`src/counter_map.svh`:
```
// register offsets, field positions, reset values and rates of the
// preset down-counter; included by the counter design files
`ifndef COUNTER_MAP_SVH
`define COUNTER_MAP_SVH

// register offsets (byte addresses)
`define CNT_OFS_CTRL 8'h00
`define CNT_OFS_CMD 8'h04
`define CNT_OFS_PRESET 8'h08
`define CNT_OFS_THRESH 8'h0C
`define CNT_OFS_STROBE_LEN 8'h10
`define CNT_OFS_COUNT 8'h14
`define CNT_OFS_IRQ_STATUS 8'h18
`define CNT_OFS_IRQ_CLEAR 8'h1C
`define CNT_OFS_IRQ_ENABLE 8'h20
`define CNT_OFS_STATE 8'h24

// control register fields
`define CNT_CTRL_SW_EN_SEL 0
`define CNT_CTRL_SW_EN 1
`define CNT_CTRL_EXT_CLK 2
`define CNT_CTRL_RELOAD 3
`define CNT_CTRL_INVERT 4
`define CNT_CTRL_W 5
`define CNT_CTRL_RESET 5'h00

// command register fields (write-only pulses)
`define CNT_CMD_START 0
`define CNT_CMD_SOFT_RST 1

// interrupt bits
`define CNT_IRQ_ZERO 0
`define CNT_IRQ_THRESH 1
`define CNT_IRQ_W 2

// state register fields
`define CNT_STATE_RUN 0
`define CNT_STATE_PENDING 1
`define CNT_STATE_STROBE 2
`define CNT_STATE_ENABLE 3

// data register reset values
`define CNT_COUNT_RESET 32'h0000_0000
`define CNT_PRESET_RESET 32'h0000_0000

// rates: internal count clock and system clock, in MHz
`define CNT_INT_CLK_MHZ 66
`define CNT_SYS_CLK_MHZ 100

// trigger must stay high for this many counting-clock periods
`define COUNTER_TRIGGER_INPUT_MIN_TICKS 2

`endif

```
`src/counter_pkg.sv`:
```
// types shared by the preset down-counter design files
// assumes nothing of its surroundings
package counter_pkg;

  // run state of the down-counter, one-hot
  typedef enum logic [1:0] {
    ST_IDLE = 2'b01,
    ST_RUN = 2'b10
  } run_state_e;

endpackage

```
`src/input_sync.sv`:
```
// two-flop synchroniser with rising-edge detect for one external input
// assumes the input may change at any time relative to clock
`timescale 1ns/100ps
`default_nettype none

module input_sync (
  // clock and reset
  input wire logic clock,
  input wire logic rst,
  // external pin
  input wire logic async_in,
  // synchronised level and its rising edge
  output logic level,
  output logic rise
);

  logic meta_reg;
  logic sync_reg;
  logic last_reg;

  // first flop feeds only the second one
  always_ff @(posedge clock or posedge rst) begin
    if (rst) begin
      meta_reg <= 1'b0;
      sync_reg <= 1'b0;
      last_reg <= 1'b0;
    end else begin
      meta_reg <= async_in;
      sync_reg <= meta_reg;
      last_reg <= sync_reg;
    end
  end

  assign level = sync_reg;
  assign rise = sync_reg && !last_reg;

endmodule // input_sync

`default_nettype wire

```
`src/tick_gen.sv`:
```
// counting-clock tick source: internal rate by phase accumulation or
// the synchronised rising edge of the external counter clock
// assumes system clock faster than either counting clock
`timescale 1ns/100ps
`include "counter_map.svh"
`default_nettype none

module tick_gen #(
  parameter int INT_MHZ = `CNT_INT_CLK_MHZ,
  parameter int SYS_MHZ = `CNT_SYS_CLK_MHZ
) (
  // clock and reset
  input wire logic clock,
  input wire logic rst,
  // source select and external edge
  input wire logic ext_select,
  input wire logic ext_rise,
  // one-cycle pulse per counting-clock edge
  output logic tick
);

  localparam logic [7:0] INC = 8'(INT_MHZ);
  localparam logic [7:0] MODULUS = 8'(SYS_MHZ);

  logic [7:0] acc_reg;
  logic [7:0] acc_sum;
  logic acc_wrap;
  logic [7:0] acc_next;

  // average rate exact, jitter one system clock
  assign acc_sum = acc_reg + INC;
  assign acc_wrap = acc_sum >= MODULUS;
  assign acc_next = acc_wrap ? acc_sum - MODULUS : acc_sum;

  always_ff @(posedge clock or posedge rst) begin
    if (rst)
      acc_reg <= 8'h00;
    else
      acc_reg <= acc_next;
  end

  assign tick = ext_select ? ext_rise : acc_wrap;

endmodule // tick_gen

`default_nettype wire

```
`src/preset_down_counter_strobe.sv`:
```
// 32-bit preset down-counter with reload, threshold and zero strobe
// assumes a register master on a plain strobe port, external pins async
// Function
// - 32-bit counter that only decrements, one step per counting-clock edge.
// - software picks internal 66 MHz clock or external clock rising edges.
// - after power-up the count stays zero until loaded and started.
// - enable only arms; counting waits for a separate start event.
// - enable from pin or software; software mode ignores the pin.
// - enable low freezes count and strobe level; high counts continuously.
// - start by software or trigger held high two counting-clock periods.
// - after a valid trigger, counting begins on the next counting edge.
// - trigger after run-down reloads the start value and restarts.
// - reaching zero raises zero interrupt and starts the strobe pulse.
// - strobe length counts counting-clock periods, below the start value.
// - strobe active high by default, software may invert it.
// - reload mode reloads at zero without gap; else stop at zero.
// - software reset any time clears count, strobe goes low at once.
// - threshold as distance from zero; equal count raises interrupt.
// - software loads a full 32-bit start value used at start and reload.
`timescale 1ns/100ps
`include "counter_map.svh"
`default_nettype none

module preset_down_counter_strobe #(
  parameter int COUNT_W = 32
) (
  // clock and reset
  input wire logic clock,
  input wire logic rst,
  // register port
  input wire logic [7:0] addr,
  input wire logic [31:0] wdata,
  input wire logic wr_strobe,
  input wire logic rd_strobe,
  output logic [31:0] rdata,
  // external control pins
  input wire logic counter_enable_input,
  input wire logic counter_trigger_input,
  input wire logic counter_external_clock_input,
  // strobe pin and interrupt
  output logic zero_strobe_output,
  output logic irq
);

  function automatic logic hit(input logic [7:0] a, input logic [7:0] ofs);
    hit = a == ofs;
  endfunction

  // synchronised external pins: 0 enable, 1 trigger, 2 clock
  logic [2:0] pin_raw;
  logic [2:0] pin_level;
  logic [2:0] pin_rise;

  assign pin_raw = {counter_external_clock_input, counter_trigger_input,
                    counter_enable_input};

  genvar gi;
  generate
    for (gi = 0; gi < 3; gi++) begin : g_sync
      input_sync u_sync (
        .clock(clock),
        .rst(rst),
        .async_in(pin_raw[gi]),
        .level(pin_level[gi]),
        .rise(pin_rise[gi])
      );
    end
  endgenerate

  // registers
  logic [`CNT_CTRL_W-1:0] ctrl_reg;
  logic [COUNT_W-1:0] preset_reg;
  logic [COUNT_W-1:0] thresh_reg;
  logic [COUNT_W-1:0] strobe_len_reg;
  logic [`CNT_IRQ_W-1:0] irq_en_reg;
  logic [`CNT_IRQ_W-1:0] irq_status_reg;
  logic [COUNT_W-1:0] count_reg;
  counter_pkg::run_state_e state_reg;
  logic start_pending_reg;
  logic [1:0] trig_ticks_reg;
  logic [COUNT_W-1:0] strobe_cnt_reg;
  logic force_low_reg;
  logic strobe_out_reg;
  logic [31:0] rdata_reg;

  // next values
  logic [COUNT_W-1:0] count_next;
  counter_pkg::run_state_e state_next;
  logic start_pending_next;
  logic [1:0] trig_ticks_next;
  logic [COUNT_W-1:0] strobe_cnt_next;
  logic force_low_next;
  logic strobe_level_next;
  logic [`CNT_IRQ_W-1:0] irq_status_next;
  logic [31:0] rdata_next;

  // register port decode
  wire wr_ctrl = wr_strobe && hit(addr, `CNT_OFS_CTRL);
  wire wr_cmd = wr_strobe && hit(addr, `CNT_OFS_CMD);
  wire wr_preset = wr_strobe && hit(addr, `CNT_OFS_PRESET);
  wire wr_thresh = wr_strobe && hit(addr, `CNT_OFS_THRESH);
  wire wr_len = wr_strobe && hit(addr, `CNT_OFS_STROBE_LEN);
  wire wr_irq_clr = wr_strobe && hit(addr, `CNT_OFS_IRQ_CLEAR);
  wire wr_irq_en = wr_strobe && hit(addr, `CNT_OFS_IRQ_ENABLE);

  wire cmd_start = wr_cmd && wdata[`CNT_CMD_START];
  wire cmd_soft_rst = wr_cmd && wdata[`CNT_CMD_SOFT_RST];

  // configuration
  wire sw_en_sel = ctrl_reg[`CNT_CTRL_SW_EN_SEL];
  wire reload_mode = ctrl_reg[`CNT_CTRL_RELOAD];
  wire strobe_inv = ctrl_reg[`CNT_CTRL_INVERT];

  // counting clock
  logic tick;

  tick_gen u_tick (
    .clock(clock),
    .rst(rst),
    .ext_select(ctrl_reg[`CNT_CTRL_EXT_CLK]),
    .ext_rise(pin_rise[2]),
    .tick(tick)
  );

  // effective enable; pin ignored in software mode
  wire eff_en = sw_en_sel ? ctrl_reg[`CNT_CTRL_SW_EN] : pin_level[0];
  wire step = tick && eff_en;

  // trigger qualification counts counting-clock edges while high
  wire trig_high = pin_level[1];
  wire trig_valid = trig_high && tick &&
                    (trig_ticks_reg == 2'(`COUNTER_TRIGGER_INPUT_MIN_TICKS - 1));
  wire idle = state_reg == counter_pkg::ST_IDLE;
  wire running = state_reg == counter_pkg::ST_RUN;

  // start consumed on a later counting edge, only while enabled
  wire start_go = idle && start_pending_reg && step;
  wire run_step = running && step;
  wire [COUNT_W-1:0] count_dec = count_reg - 1'b1;
  wire zero_event = run_step && (count_reg <= 1);
  wire thr_event = run_step && (count_reg != '0) &&
                   (count_dec == thresh_reg);
  wire strobe_busy = strobe_cnt_reg != '0;

  assign trig_ticks_next =
    !trig_high ? 2'b00 :
    (tick && trig_ticks_reg != 2'(`COUNTER_TRIGGER_INPUT_MIN_TICKS)) ?
      trig_ticks_reg + 2'b01 :
    trig_ticks_reg;

  // set by command or qualified trigger, only while stopped
  assign start_pending_next =
    cmd_soft_rst ? 1'b0 :
    start_go ? 1'b0 :
    (idle && (cmd_start || trig_valid)) ? 1'b1 :
    start_pending_reg;

  assign count_next =
    cmd_soft_rst ? `CNT_COUNT_RESET :
    start_go ? preset_reg :
    zero_event ? (reload_mode ? preset_reg : `CNT_COUNT_RESET) :
    run_step ? count_dec :
    count_reg;

  always_comb begin
    state_next = state_reg;
    case (state_reg)
      counter_pkg::ST_IDLE: begin
        if (start_go)
          state_next = counter_pkg::ST_RUN;
      end
      counter_pkg::ST_RUN: begin
        if (zero_event && !reload_mode)
          state_next = counter_pkg::ST_IDLE;
      end
      // an illegal code falls back to idle rather than hanging
      default: state_next = counter_pkg::ST_IDLE;
    endcase
    if (cmd_soft_rst)
      state_next = counter_pkg::ST_IDLE;
  end

  // strobe length in counting-clock periods, frozen while disabled
  assign strobe_cnt_next =
    cmd_soft_rst ? '0 :
    zero_event ? strobe_len_reg :
    (step && strobe_busy) ? strobe_cnt_reg - 1'b1 :
    strobe_cnt_reg;

  // after soft reset pin sits low regardless of polarity
  assign force_low_next =
    cmd_soft_rst ? 1'b1 :
    zero_event ? 1'b0 :
    force_low_reg;

  assign strobe_level_next = force_low_next ? 1'b0 :
    ((strobe_cnt_next != '0) ^ strobe_inv);

  // sticky events; a new event beats a clear in the same cycle
  wire [`CNT_IRQ_W-1:0] irq_events = {thr_event, zero_event};
  wire [`CNT_IRQ_W-1:0] irq_clr =
    wr_irq_clr ? wdata[`CNT_IRQ_W-1:0] : '0;
  assign irq_status_next = irq_events | (irq_status_reg & ~irq_clr);

  // read mux; unmapped and write-only offsets read zero
  wire [31:0] state_word = {28'h0000000, eff_en, strobe_busy,
                            start_pending_reg, running};
  assign rdata_next =
    !rd_strobe ? 32'h0000_0000 :
    hit(addr, `CNT_OFS_CTRL) ? 32'(ctrl_reg) :
    hit(addr, `CNT_OFS_PRESET) ? 32'(preset_reg) :
    hit(addr, `CNT_OFS_THRESH) ? 32'(thresh_reg) :
    hit(addr, `CNT_OFS_STROBE_LEN) ? 32'(strobe_len_reg) :
    hit(addr, `CNT_OFS_COUNT) ? 32'(count_reg) :
    hit(addr, `CNT_OFS_IRQ_STATUS) ? 32'(irq_status_reg) :
    hit(addr, `CNT_OFS_IRQ_ENABLE) ? 32'(irq_en_reg) :
    hit(addr, `CNT_OFS_STATE) ? state_word :
    32'h0000_0000;

  // software-written configuration
  always_ff @(posedge clock or posedge rst) begin
    if (rst) begin
      ctrl_reg <= `CNT_CTRL_RESET;
      preset_reg <= `CNT_PRESET_RESET;
      thresh_reg <= '0;
      strobe_len_reg <= '0;
      irq_en_reg <= '0;
    end else begin
      if (wr_ctrl)
        ctrl_reg <= wdata[`CNT_CTRL_W-1:0];
      if (wr_preset)
        preset_reg <= wdata[COUNT_W-1:0];
      if (wr_thresh)
        thresh_reg <= wdata[COUNT_W-1:0];
      if (wr_len)
        strobe_len_reg <= wdata[COUNT_W-1:0];
      if (wr_irq_en)
        irq_en_reg <= wdata[`CNT_IRQ_W-1:0];
    end
  end

  // counting core
  always_ff @(posedge clock or posedge rst) begin
    if (rst) begin
      count_reg <= `CNT_COUNT_RESET;
      state_reg <= counter_pkg::ST_IDLE;
      start_pending_reg <= 1'b0;
      trig_ticks_reg <= 2'b00;
    end else begin
      count_reg <= count_next;
      state_reg <= state_next;
      start_pending_reg <= start_pending_next;
      trig_ticks_reg <= trig_ticks_next;
    end
  end

  // strobe, interrupt status and read data
  always_ff @(posedge clock or posedge rst) begin
    if (rst) begin
      strobe_cnt_reg <= '0;
      force_low_reg <= 1'b0;
      strobe_out_reg <= 1'b0;
      irq_status_reg <= '0;
      rdata_reg <= 32'h0000_0000;
    end else begin
      strobe_cnt_reg <= strobe_cnt_next;
      force_low_reg <= force_low_next;
      strobe_out_reg <= strobe_level_next;
      irq_status_reg <= irq_status_next;
      rdata_reg <= rdata_next;
    end
  end

  assign rdata = rdata_reg;
  assign zero_strobe_output = strobe_out_reg;
  assign irq = |(irq_status_reg & irq_en_reg);
endmodule // preset_down_counter_strobe

`default_nettype wire

```
`config.mk`:
```
export PLATFORM = sky130hd
export DESIGN_NAME = preset_down_counter_strobe
export DESIGN_NICKNAME = d
export VERILOG_FILES = /design/src/counter_pkg.sv /design/src/input_sync.sv /design/src/tick_gen.sv /design/src/preset_down_counter_strobe.sv
export VERILOG_INCLUDE_DIRS = /design/src /design/src/src
export SDC_FILE = /design/constraint.sdc
export NUM_CORES = 1
export LEC_CHECK = 0
export BUFFER_PORTS_ARGS = -buffer_cell sky130_fd_sc_hd__buf_2
export CORE_ASPECT_RATIO = 1.75
export CORE_MARGIN = 4
export CORE_UTILIZATION = 55
export DETAILED_ROUTE_END_ITERATION = 8
export PLACE_DENSITY = 0.74
export SETUP_SLACK_MARGIN = 0.05
export SLEW_MARGIN = 20
export SYNTH_ARGS = -nofsm -noshare
export SYNTH_HDL_FRONTEND = slang
export SYNTH_HIERARCHICAL = 1
export SYNTH_SLANG_ARGS = --single-unit
```
`constraint.sdc`:
```
create_clock -name clock -period 9.5 [get_ports clock]
set_input_delay 1.9 -clock clock [delete_from_list [all_inputs] [get_ports clock]]
set_output_delay 1.9 -clock clock [all_outputs]
set_load 0.01 [all_outputs]
```
==> metrics.md, run 1 <==
| Metric | Value |
|---|---|
| Status | complete, no violations |
| Max-cap violations | 0 |
| Clock share of power | 31.8% |
| Hold Fails Final Rpt | 0 |
| Worst Hold End | g_sync[0].u_sync/level |
| Worst-margin pin slew | 1.10 ns |
| Post-route clock skew | 0.0112 ns |
| Vias in the first global route | 9298 |
| CTS root buffer | clkbuf_16 |
| Post-CTS Setup Bufs | 0 |
| Critical path type | register to register |
| Flop2flop setup slack | 4.49 ns |
| Initial Util | 56.3% |
| R2R depth | 14 |
| Starting DRC count in detailed routing | 738 |
| Vias | 9206 |
| Avg WL per Cell | 22.2 um |
| Initial antenna violation count | 1 |
| H-tree depth | 1 |
| GP Congestion | 0.946 |
| Switching Fraction | 33.7% |
| Crit. End Element | register |
| Hold Crit Start | g_sync[0].u_sync/meta_reg |
| Sequential power share | 45.1% |
| P_leak | 0.00577 uW |
| CTS tree | yes |
| Routed Antenna Nets | 0 |
| Pint | 1830 uW |
| Pins over their slew limit | 0 |
| Clk sinks | 222 |
| Row cnt | 69 |
| Top Ports | 81 |
| Inserted Clock Buffers | 22 |
| Total gr overflow | 0 |
| Layout cells sized above 1 | 22.5% |
| Via density per instance | 6.45 |
| Layout area overhead | 11.2% |
| Rel. slew slack | 26.2% |
| DR pass1 iterations | 6 |
| Final setup violation count | 0 |
| Die Wd | 117 um |
| Global-route wire length before repair | 50.0 mm |
| Clk buf depth | 3 |
| Clock latency on the worst-skew pair | 0.51 ns |
| Seq. cell area | 5560 um^2 |
| Area of the multi-input gates | 5610 um^2 |
| Crit path time final | 5.01 ns |
| Combinational share of power | 23.2% |
| Sw Pwr | 934 uW |
| CP max FO | 74 |
| Final period utilization | 52.7% |
| WHS Path Cells | 0 |
| Setup Total Neg Slack | 0 ns |
| Die H | 199 um |
| Die area | 23400 um^2 |
| Final wirelength | 31.7 mm |
| Largest net degree at the start of global routing | 130 |
| DR DRC count | 0 |
| Mapped Cells | 1115 |
| Port Buffers | 80 |
| Hold WS | 0.351 ns |
| Hold-fix buffers, CTS | 0 |
| Clock Pin Slew Worst Setup and Hold Paths | 0.07 ns |
| RSZ-0062 raised after global routing | false |
| Syn avg cell area | 10.3 um^2 |
| Power density cells | 216 nW/um^2 |
| Net count, final | 1220 |
| Reg-to-Reg Start | u_tick/acc_reg[1] |
| Synthesized Nets | 1171 |
| Peak supply drop | 0.182 mV |
| Core Area | 20500 um^2 |
| Min-Delay Path Class | register to register |
| Critical path arrival | 5.42 ns |
| Fillers | 1639 |
| Tot GR Track Use | 26.8% |
| Post-DP HPWL | 21.9 mm |
| Critical Path RT | 9.92 ns |
| PostCTS Resize Cnt | 0 |
| YS warnings | 6 |
| RR Endpoint | zero_strobe_output |
| Setup crit start kind | register |
| F_max | 200 MHz |
| Post-synthesis cell area | 11500 um^2 |
[cell type report]
| class | count | share of cell area [%] |
|---|---|---|
| Antenna cell | 1 | 0.0195 |
| Clock buffer | 28 | 4.95 |
| Clock inverter | 10 | 0.801 |
| Inverter | 23 | 0.732 |
| Multi-Input combinational cell | 802 | 43.8 |
| Sequential cell | 222 | 43.4 |
| Tap cell | 248 | 2.42 |
| Timing Repair Buffer | 93 | 3.89 |
[cell usage in the layout (no fill, tap or decap), types with 4 or more instances in the layout]
cell type    n
dfrtp_1    221
mux2_2     105
a21oi_1     84
buf_2       80
nor2_1      73
o21ai_0     73
a22oi_1     67
nand2_1     58
xnor2_1     40
xor2_1      34
nor3_1      25
clkbuf_16   23
inv_1       22
nor4_1      18
or4_1       18
nand3_1     17
and2_1      16
a31oi_1     16
or3_1       13
buf_4       13
and3_1      11
o31ai_1     10
nand4_1      9
ha_1         9
nor2b_1      7
a211oi_1     7
nand2b_1     5
o31a_1       5
nand4b_1     4
or2_2        4
nor3b_1      4
clkbuf_8     4
[worst max-delay path: stages (launching register included)]
cell	delay [ns]
dfrtp_1	0.44
ha_1	0.29
or4b_1	0.54
o311a_2	0.20
o21ai_4	0.25
mux2_2	0.30
nand3_1	0.17
or4_2	0.64
buf_4	0.36
o21ai_0	0.27
a21oi_1	0.09
a211o_1	0.32
or4b_1	0.49
nor4_2	0.27
mux2i_1	0.25
[per-stage QoR]
step	setup slack (ns)	instance area (um^2)	std cells	total power, uW	util, %
floorplan	1.92	11500	1115	1700	-
global placement	4.70	12100	1388	1870	59.0
detailed placement	4.61	12100	1388	1890	59.0
CTS	4.59	12800	1426	2770	62.6
global route	4.30	12800	1427	2910	62.6
finish	4.49	12800	1427	2770	62.6
[metal layers]
metal	track usage, %	part of all wire, %	vias up
met1	32.2	39	4555
met4	13.1	4.7	0
met3	2.69	5.0	89
li1	-	-	4206
met2	48.4	52	356
met5	0	0	-
[how the worst max path moves through the flow]
| stage | from | end | slack, ns | cells after the start |
|---|---|---|---|---|
| global route | u_tick/acc_reg[1] | zero_strobe_output | 4.30 | 14 |
| CTS | u_tick/acc_reg[1] | zero_strobe_output | 4.59 | 14 |
| detailed placement | addr[1] | zero_strobe_output | 4.61 | 8 |
| global placement | addr[1] | zero_strobe_output | 4.70 | 8 |
| floorplan | rst | count_reg[0] | 1.92 | 1 |
| finish | u_tick/acc_reg[1] | zero_strobe_output | 4.49 | 14 |
[power groups by stage]
| stage | Sequential, uW | Clock (uW) | Combinational (uW) |
|---|---|---|---|
| final | 1250 | 879 | 641 |
| after global routing | 1270 | 929 | 712 |
| after CTS | 1240 | 890 | 636 |
| after detailed placement | 1260 | 0 | 631 |
| after global placement | 1250 | 0 | 618 |
| after floorplan | 1180 | 0 | 520 |
No activity file was read; power rests on OpenSTA's default activity.
==> inputs of run 2 (changes only) <==
==> constraint.sdc (replaced) <==
create_clock -name clock -period 4.9 [get_ports clock]
set_input_delay 0.98 -clock clock [delete_from_list [all_inputs] [get_ports clock]]
set_output_delay 0.98 -clock clock [all_outputs]
set_load 0.01 [all_outputs]
==> run 2 against run 1 <==
Effect of this change:
- sequential share of layout area decreased by 0.38 points
- worst hold slack about the same
- largest cell class unchanged
- largest power group unchanged
- design area increased by 0.88%
- global-route usage increased by 0.70 points
- sequential cell count unchanged
- register-to-register slack got worse by 4.3 ns
- clock-buffer cell count increased by 2
- critical path depth unchanged
- first-iteration DRC count increased by 7.6%
==> metrics.md, run 2 (synthesized netlist as in run 1, its figures left out) <==
| Metric | Value |
|---|---|
| Final Cell Area | 12900 um^2 (+0.88%) |
| Power density cells | 418 nW/um^2 (+94%) |
| Commonest non-fill, non-tap cell in the layout | dfrtp_1 |
| DR pass1 iterations | 6 (unchanged) |
| CTS tree | yes |
| Tot GR Track Use | 27.5% (+0.70 points) |
| Min-Delay Path Class | register to register |
| Placed Cells | 1403 (+1.1%) |
| Highest-delay cell along the critical path | or4b_1 |
| Top Ports | 81 (unchanged) |
| Setup crit start kind | register |
| GP Congestion | 0.935 (-1.2%) |
| Avg WL per Cell | 22.6 um (+1.6%) |
| Most frequent cells in the layout | dfrtp_1, mux2_2, a21oi_1, buf_2 |
| Pins over their slew limit | 0 (unchanged) |
| Initial antenna violation count | 0 (-1) |
| CP max FO | 7 (-91%) |
| DR DRC count | 0 (unchanged) |
| Clk sinks | 222 (unchanged) |
| Status | complete, no violations |
| Max-cap violations | 0 (unchanged) |
| Via density per instance | 6.49 (+0.63%) |
| Crit. End Element | register |
| Final period utilization | 95.2% (+43 points) |
| Net count, final | 1235 (+1.2%) |
| RSZ-0062 raised after global routing | false |
| Worst path most repeated cell | or4b_1 |
| Clock Pin Slew Worst Setup and Hold Paths | 0.07 ns (about the same) |
| Crit-path cells | ha_1 -> or4b_1 -> o311a_2 -> o21ai_4 -> mux2_2 -> nor3b_1 -> nand4_1 -> or4_1 -> o21ai_0 -> a31oi_1 -> a211o_1 -> or4b_1 -> nor4_2 -> mux2i_1 |
| Routed Antenna Nets | 0 (unchanged) |
| Clock latency on the worst-skew pair | 0.50 ns (about the same) |
| Critical Path RT | 5.33 ns (-4.59 ns) |
| Final setup violation count | 0 (unchanged) |
| Core Area | 20500 um^2 (unchanged) |
| Placed cell areas | 12200 um^2 (+1.0%) |
| Post-route clock skew | 0.00985 ns (-0.00138 ns) |
| Vias | 9355 (+1.6%) |
| Port Buffers | 80 (unchanged) |
| Critical path type | register to register |
| Starting DRC count in detailed routing | 794 (+7.6%) |
| Die area | 23400 um^2 (unchanged) |
| Layout area overhead | 12.2% |
| P_leak | 0.00584 uW (+1.1%) |
| H-tree depth | 1 (unchanged) |
| Inserted Clock Buffers | 21 (-4.5%) |
| WP buf/inv | 0 (-1) |
| Delay-heaviest family, CP | simple AND/OR/NAND/NOR gates |
| Vias in the first global route | 9519 (+2.4%) |
| Largest net degree at the start of global routing | 94 (-28%) |
| Hold Fails Final Rpt | 0 (unchanged) |
| Final wirelength | 32.5 mm (+2.6%) |
| Initial Util | 56.3% (unchanged) |
| Antenna cell count | 0 (-1) |
| Post-DP HPWL | 23.1 mm (+5.5%) |
| Layout cells sized above 1 | 23.3% (+0.81 points) |
| Clk buf depth | 3 (unchanged) |
| Max incr delay on CP | 0.53 ns (-0.11 ns) |
| Rel. slew slack | 28.2% (+2.0 points) |
| Peak supply drop | 0.320 mV (+76%) |
| Row cnt | 69 (unchanged) |
| Worst-margin pin slew | 1.08 ns (-0.0274 ns) |
| Die Wd | 117 um (unchanged) |
| Global-route wire length before repair | 51.5 mm (+3.0%) |
| Setup Total Neg Slack | 0 ns (unchanged) |
| Crit path time final | 4.67 ns (-0.338 ns) |
| F_max | 214 MHz (+7.2%) |
| Final cell count without fillers | 1441 (+0.98%) |
| Pre-CTS setup slack | 0.270 ns (-4.34 ns) |
| Total gr overflow | 0 (unchanged) |
| Final worst slack | 0.233 ns (-4.26 ns) |
| Critical path arrival | 5.10 ns (-0.32 ns) |
| CTS root buffer | clkbuf_16 |
| Die H | 199 um (unchanged) |
## run 2: cell count changes in the layout (fill, tap and decap cells not counted), moves of 2 or more
cell	before	now
clkbuf_16	23	21
clkbuf_1	1	5
buf_4	13	28
clkinv_4	3	0
bufinv_16	1	3
## run 2: through the flow
| stage | total power [uW] | hold WS, ns | util (%) |
|---|---|---|---|
| after global placement | 3660 | 0.332 | 59.6 |
| after global routing | 5660 | 0.364 | 63.2 |
| final | 5400 | 0.351 | 63.2 |
| after CTS | 5410 | 0.355 | 63.1 |
| after floorplan | 3290 | 0.331 | - |
| after detailed placement | 3700 | 0.341 | 59.6 |
## run 2: repair_timing
action                                  in CTS  in global routing
setup buffers                                0                  1
hold buffers                                 0                  0
endpoints found under the setup margin       0                  1
resized for setup                            0                  2
endpoints found under the hold margin        0                  0
## run 2: worst paths after layout
path / cells past startpoint / endpoint / slack (ns) / startpoint
worst min-delay path: 0 / g_sync[2].u_sync/level / 0.35 / g_sync[2].u_sync/meta_reg
worst max register to register: 14 / zero_strobe_output / 0.23 / u_tick/acc_reg[1]
worst min register to register: 0 / g_sync[2].u_sync/level / 0.35 / g_sync[2].u_sync/meta_reg
worst max-delay path: 14 / zero_strobe_output / 0.23 / u_tick/acc_reg[1]
min in group asynchronous: 2 / g_sync[0].u_sync/meta_reg / 0.39 / rst
max in group asynchronous: 3 / preset_reg[22] / 3.25 / rst
## run 2: routing by layer
metal | track usage [%] | part of all wire [%] | routed length (um) | up-vias
met2 | 49.8 | 52 | 16800 | 369
met4 | 14.0 | 5.3 | 1710 | 0
met3 | 3.12 | 5.0 | 1630 | 107
li1 | - | - | - | 4211
met5 | 0 | 0 | 0 | -
met1 | 32.4 | 38 | 12400 | 4668
## run 2: final cells by class
class / count / area (um^2)
clock buffer: 30 / 599
multi-input combinational: 802 / 5620
timing repair buffer: 109 / 631
tap: 248 / 310
sequential: 222 / 5560
inverter: 23 / 90.1
clock inverter: 7 / 115
fill: 1667 / 7540
## run 2: worst reg2reg max path, cell delays in order, from the launching register on
cell,delay [ns]
dfrtp_1,0.43
ha_1,0.29
or4b_1,0.53
o311a_2,0.19
o21ai_4,0.24
mux2_2,0.27
nor3b_1,0.29
nand4_1,0.29
or4_1,0.48
o21ai_0,0.18
a31oi_1,0.12
a211o_1,0.33
or4b_1,0.49
nor4_2,0.25
mux2i_1,0.21
## run 2: report_power, final
part / internal, uW / switching [uW]
sequential: 2070 / 353
clock: 1010 / 699
combinational: 532 / 743
==> inputs of run 3 (changes only) <==
==> constraint.sdc (replaced) <==
create_clock -name clock -period 4.91 [get_ports clock]
set_input_delay 0.982 -clock clock [delete_from_list [all_inputs] [get_ports clock]]
set_output_delay 0.982 -clock clock [all_outputs]
set_load 0.01 [all_outputs]
==> run 3 against run 2 <==
Effect of this change:
- clock skew is 0.0010 ns higher
- sequential cell count is the same
- fmax is 1.6% higher
- design area decreased by 0.17%
- clock-buffer cell count increased by 2
- setup slack better by 0.085 ns
==> metrics.md, run 3 (synthesized netlist as in run 1, its figures left out) <==
| Metric | Value |
|---|---|
| Initial Util | 56.3% (unchanged) |
| Busiest layer in global routing | met2 |
| Crit. End Element | register |
| DR pass1 iterations | 8 (+2) |
| Pre-CTS setup slack | 0.307 ns (+0.0370 ns) |
| DR DRC count | 0 (unchanged) |
| Tot GR Track Use | 27.6% (+0.11 points) |
| PostCTS Resize Cnt | 0 (unchanged) |
| WHS Path Cells | 0 (unchanged) |
| GR Util met3 | 3.20% (+0.085 points) |
| Flop2flop setup slack | 0.32 ns (+0.09 ns) |
| Max incr delay on CP | 0.53 ns (about the same) |
| Worst path most repeated cell | or4b_1 |
| Post-CTS Setup Bufs | 0 (unchanged) |
| Power density cells | 414 nW/um^2 (-1.1%) |
| Post-DP HPWL | 23.0 mm (-0.36%) |
| Final worst slack | 0.318 ns (+0.0852 ns) |
| Top Ports | 81 (unchanged) |
| GP Congestion | 0.949 (+1.5%) |
| Crit path time final | 4.59 ns (-0.0752 ns) |
| Clock latency on the worst-skew pair | 0.51 ns (about the same) |
| Antenna cell count | 0 (unchanged) |
| Die Wd | 117 um (unchanged) |
| Max-cap violations | 0 (unchanged) |
| Status | complete, no violations |
| Setup crit start kind | register |
| Final period utilization | 93.5% (-1.7 points) |
| Die H | 199 um (unchanged) |
| Fillers | 1718 (+3.1%) |
| Peak supply drop | 0.268 mV (-16%) |
| Most frequent cells in the layout | dfrtp_1, mux2_2, a21oi_1, buf_2 |
| Delay-heaviest family, CP | simple AND/OR/NAND/NOR gates |
| Final setup violation count | 0 (unchanged) |
| Net count, final | 1236 (+0.081%) |
| Inserted Clock Buffers | 22 (+4.8%) |
| Final wirelength | 32.4 mm (-0.35%) |
| Post-layout util | 63.1% (-0.11 points) |
| R2R depth | 14 (unchanged) |
| Layout area overhead | 12.0% |
| F_max | 218 MHz (+1.6%) |
| Critical Path RT | 5.34 ns (about the same) |
| Reg-to-Reg Start | u_tick/acc_reg[1] |
| H-tree depth | 1 (unchanged) |
| Clk sinks | 222 (unchanged) |
| Clk buf depth | 3 (unchanged) |
| Worst Hold End | g_sync[0].u_sync/level |
| Clock Pin Slew Worst Setup and Hold Paths | 0.06 ns (about the same) |
| Initial antenna violation count | 1 (+1) |
| Vias | 9367 (+0.13%) |
| Die area | 23400 um^2 (unchanged) |
| Highest-delay cell along the critical path | or4b_1 |
| Commonest non-fill, non-tap cell in the layout | dfrtp_1 |
| Setup Total Neg Slack | 0 ns (unchanged) |
| Hold Crit Start | g_sync[0].u_sync/meta_reg |
| Row cnt | 69 (unchanged) |
| CTS tree | yes |
| Total power draw | 5340 uW (-1.2%) |
| Layout cells sized above 1 | 23.1% (-0.19 points) |
| Global-route met2 utilization | 48.8% (-0.97 points) |
| Min-Delay Path Class | register to register |
| Routed Antenna Nets | 0 (unchanged) |
| Rel. slew slack | 35.1% (+6.9 points) |
| Hold WS | 0.361 ns (+0.0102 ns) |
| Critical path type | register to register |
| Via density per instance | 6.50 (about the same) |
| Worst-margin pin slew | 0.973 ns (-0.104 ns) |
| CP max FO | 7 (unchanged) |
| P_leak | 0.00584 uW (about the same) |
| RR Endpoint | zero_strobe_output |
| WP buf/inv | 0 (unchanged) |
| Pins over their slew limit | 0 (unchanged) |
| Total gr overflow | 0 (unchanged) |
| Core Area | 20500 um^2 (unchanged) |
| Post-route clock skew | 0.0109 ns (+0.00105 ns) |
| Hold-fix buffers, CTS | 0 (unchanged) |
| Vias in the first global route | 9602 (+0.87%) |
| M1 GR Usage | 32.6% (+0.11 points) |
| Largest net degree at the start of global routing | 145 (+54%) |
| CTS root buffer | clkbuf_16 |
| RSZ-0062 raised after global routing | false |
| Global-route wire length before repair | 51.5 mm (about the same) |
| Port Buffers | 80 (unchanged) |
| Crit-path cells | ha_1 -> or4b_1 -> o311a_2 -> o21ai_4 -> mux2_2 -> nor3b_1 -> nand4_1 -> or4_1 -> o21ai_0 -> a31oi_1 -> a211o_1 -> or4b_1 -> nor4_2 -> mux2i_1 |
| Critical path arrival | 5.03 ns (-0.07 ns) |
| Avg WL per Cell | 22.5 um (-0.42%) |
| Hold Fails Final Rpt | 0 (unchanged) |
| Starting DRC count in detailed routing | 884 (+11%) |
-- run 3: power by group --
| group | leakage [uW] | internal, uW | switching (uW) |
|---|---|---|---|
| Clock | 0.000346 | 955 | 706 |
| Sequential | 0.00295 | 2060 | 355 |
| Combinational | 0.00254 | 530 | 730 |
| Total | 0.00584 | 3550 | 1790 |
-- run 3: through the flow --
stage,std cells,area (um^2)
5_1_grt,1442,12900
3_3_place_gp,1404,12200
6_report,1442,12900
4_1_cts,1442,12900
2_1_floorplan,1115,11500
3_5_place_dp,1404,12200
-- run 3: layout make-up --
class | instances | area, um^2 | share of cell area [%]
inverter | 23 | 90.1 | 0.698
tap | 248 | 310 | 2.41
sequential | 222 | 5560 | 43.1
timing repair buffer | 109 | 631 | 4.89
multi-input combinational | 802 | 5620 | 43.5
clock inverter | 6 | 58.8 | 0.456
clock buffer | 32 | 639 | 4.96
-- run 3: routing by layer --
metal	share of wire (%)	vias up
li1	-	4229
met1	38	4657
met2	51	361
met3	5.1	120
met4	6.2	0
met5	0	-
-- run 3: how the worst max path moves through the flow --
| stage | from | end | slack (ns) | depth (start not counted) |
|---|---|---|---|---|
| final | u_tick/acc_reg[1] | zero_strobe_output | 0.32 | 14 |
| after global routing | u_tick/acc_reg[1] | zero_strobe_output | 0.11 | 15 |
| after global placement | u_tick/acc_reg[1] | zero_strobe_output | 0.42 | 14 |
| after floorplan | u_tick/acc_reg[1] | zero_strobe_output | 0.71 | 14 |
| after detailed placement | u_tick/acc_reg[1] | zero_strobe_output | 0.31 | 14 |
| after CTS | u_tick/acc_reg[1] | zero_strobe_output | 0.30 | 14 |
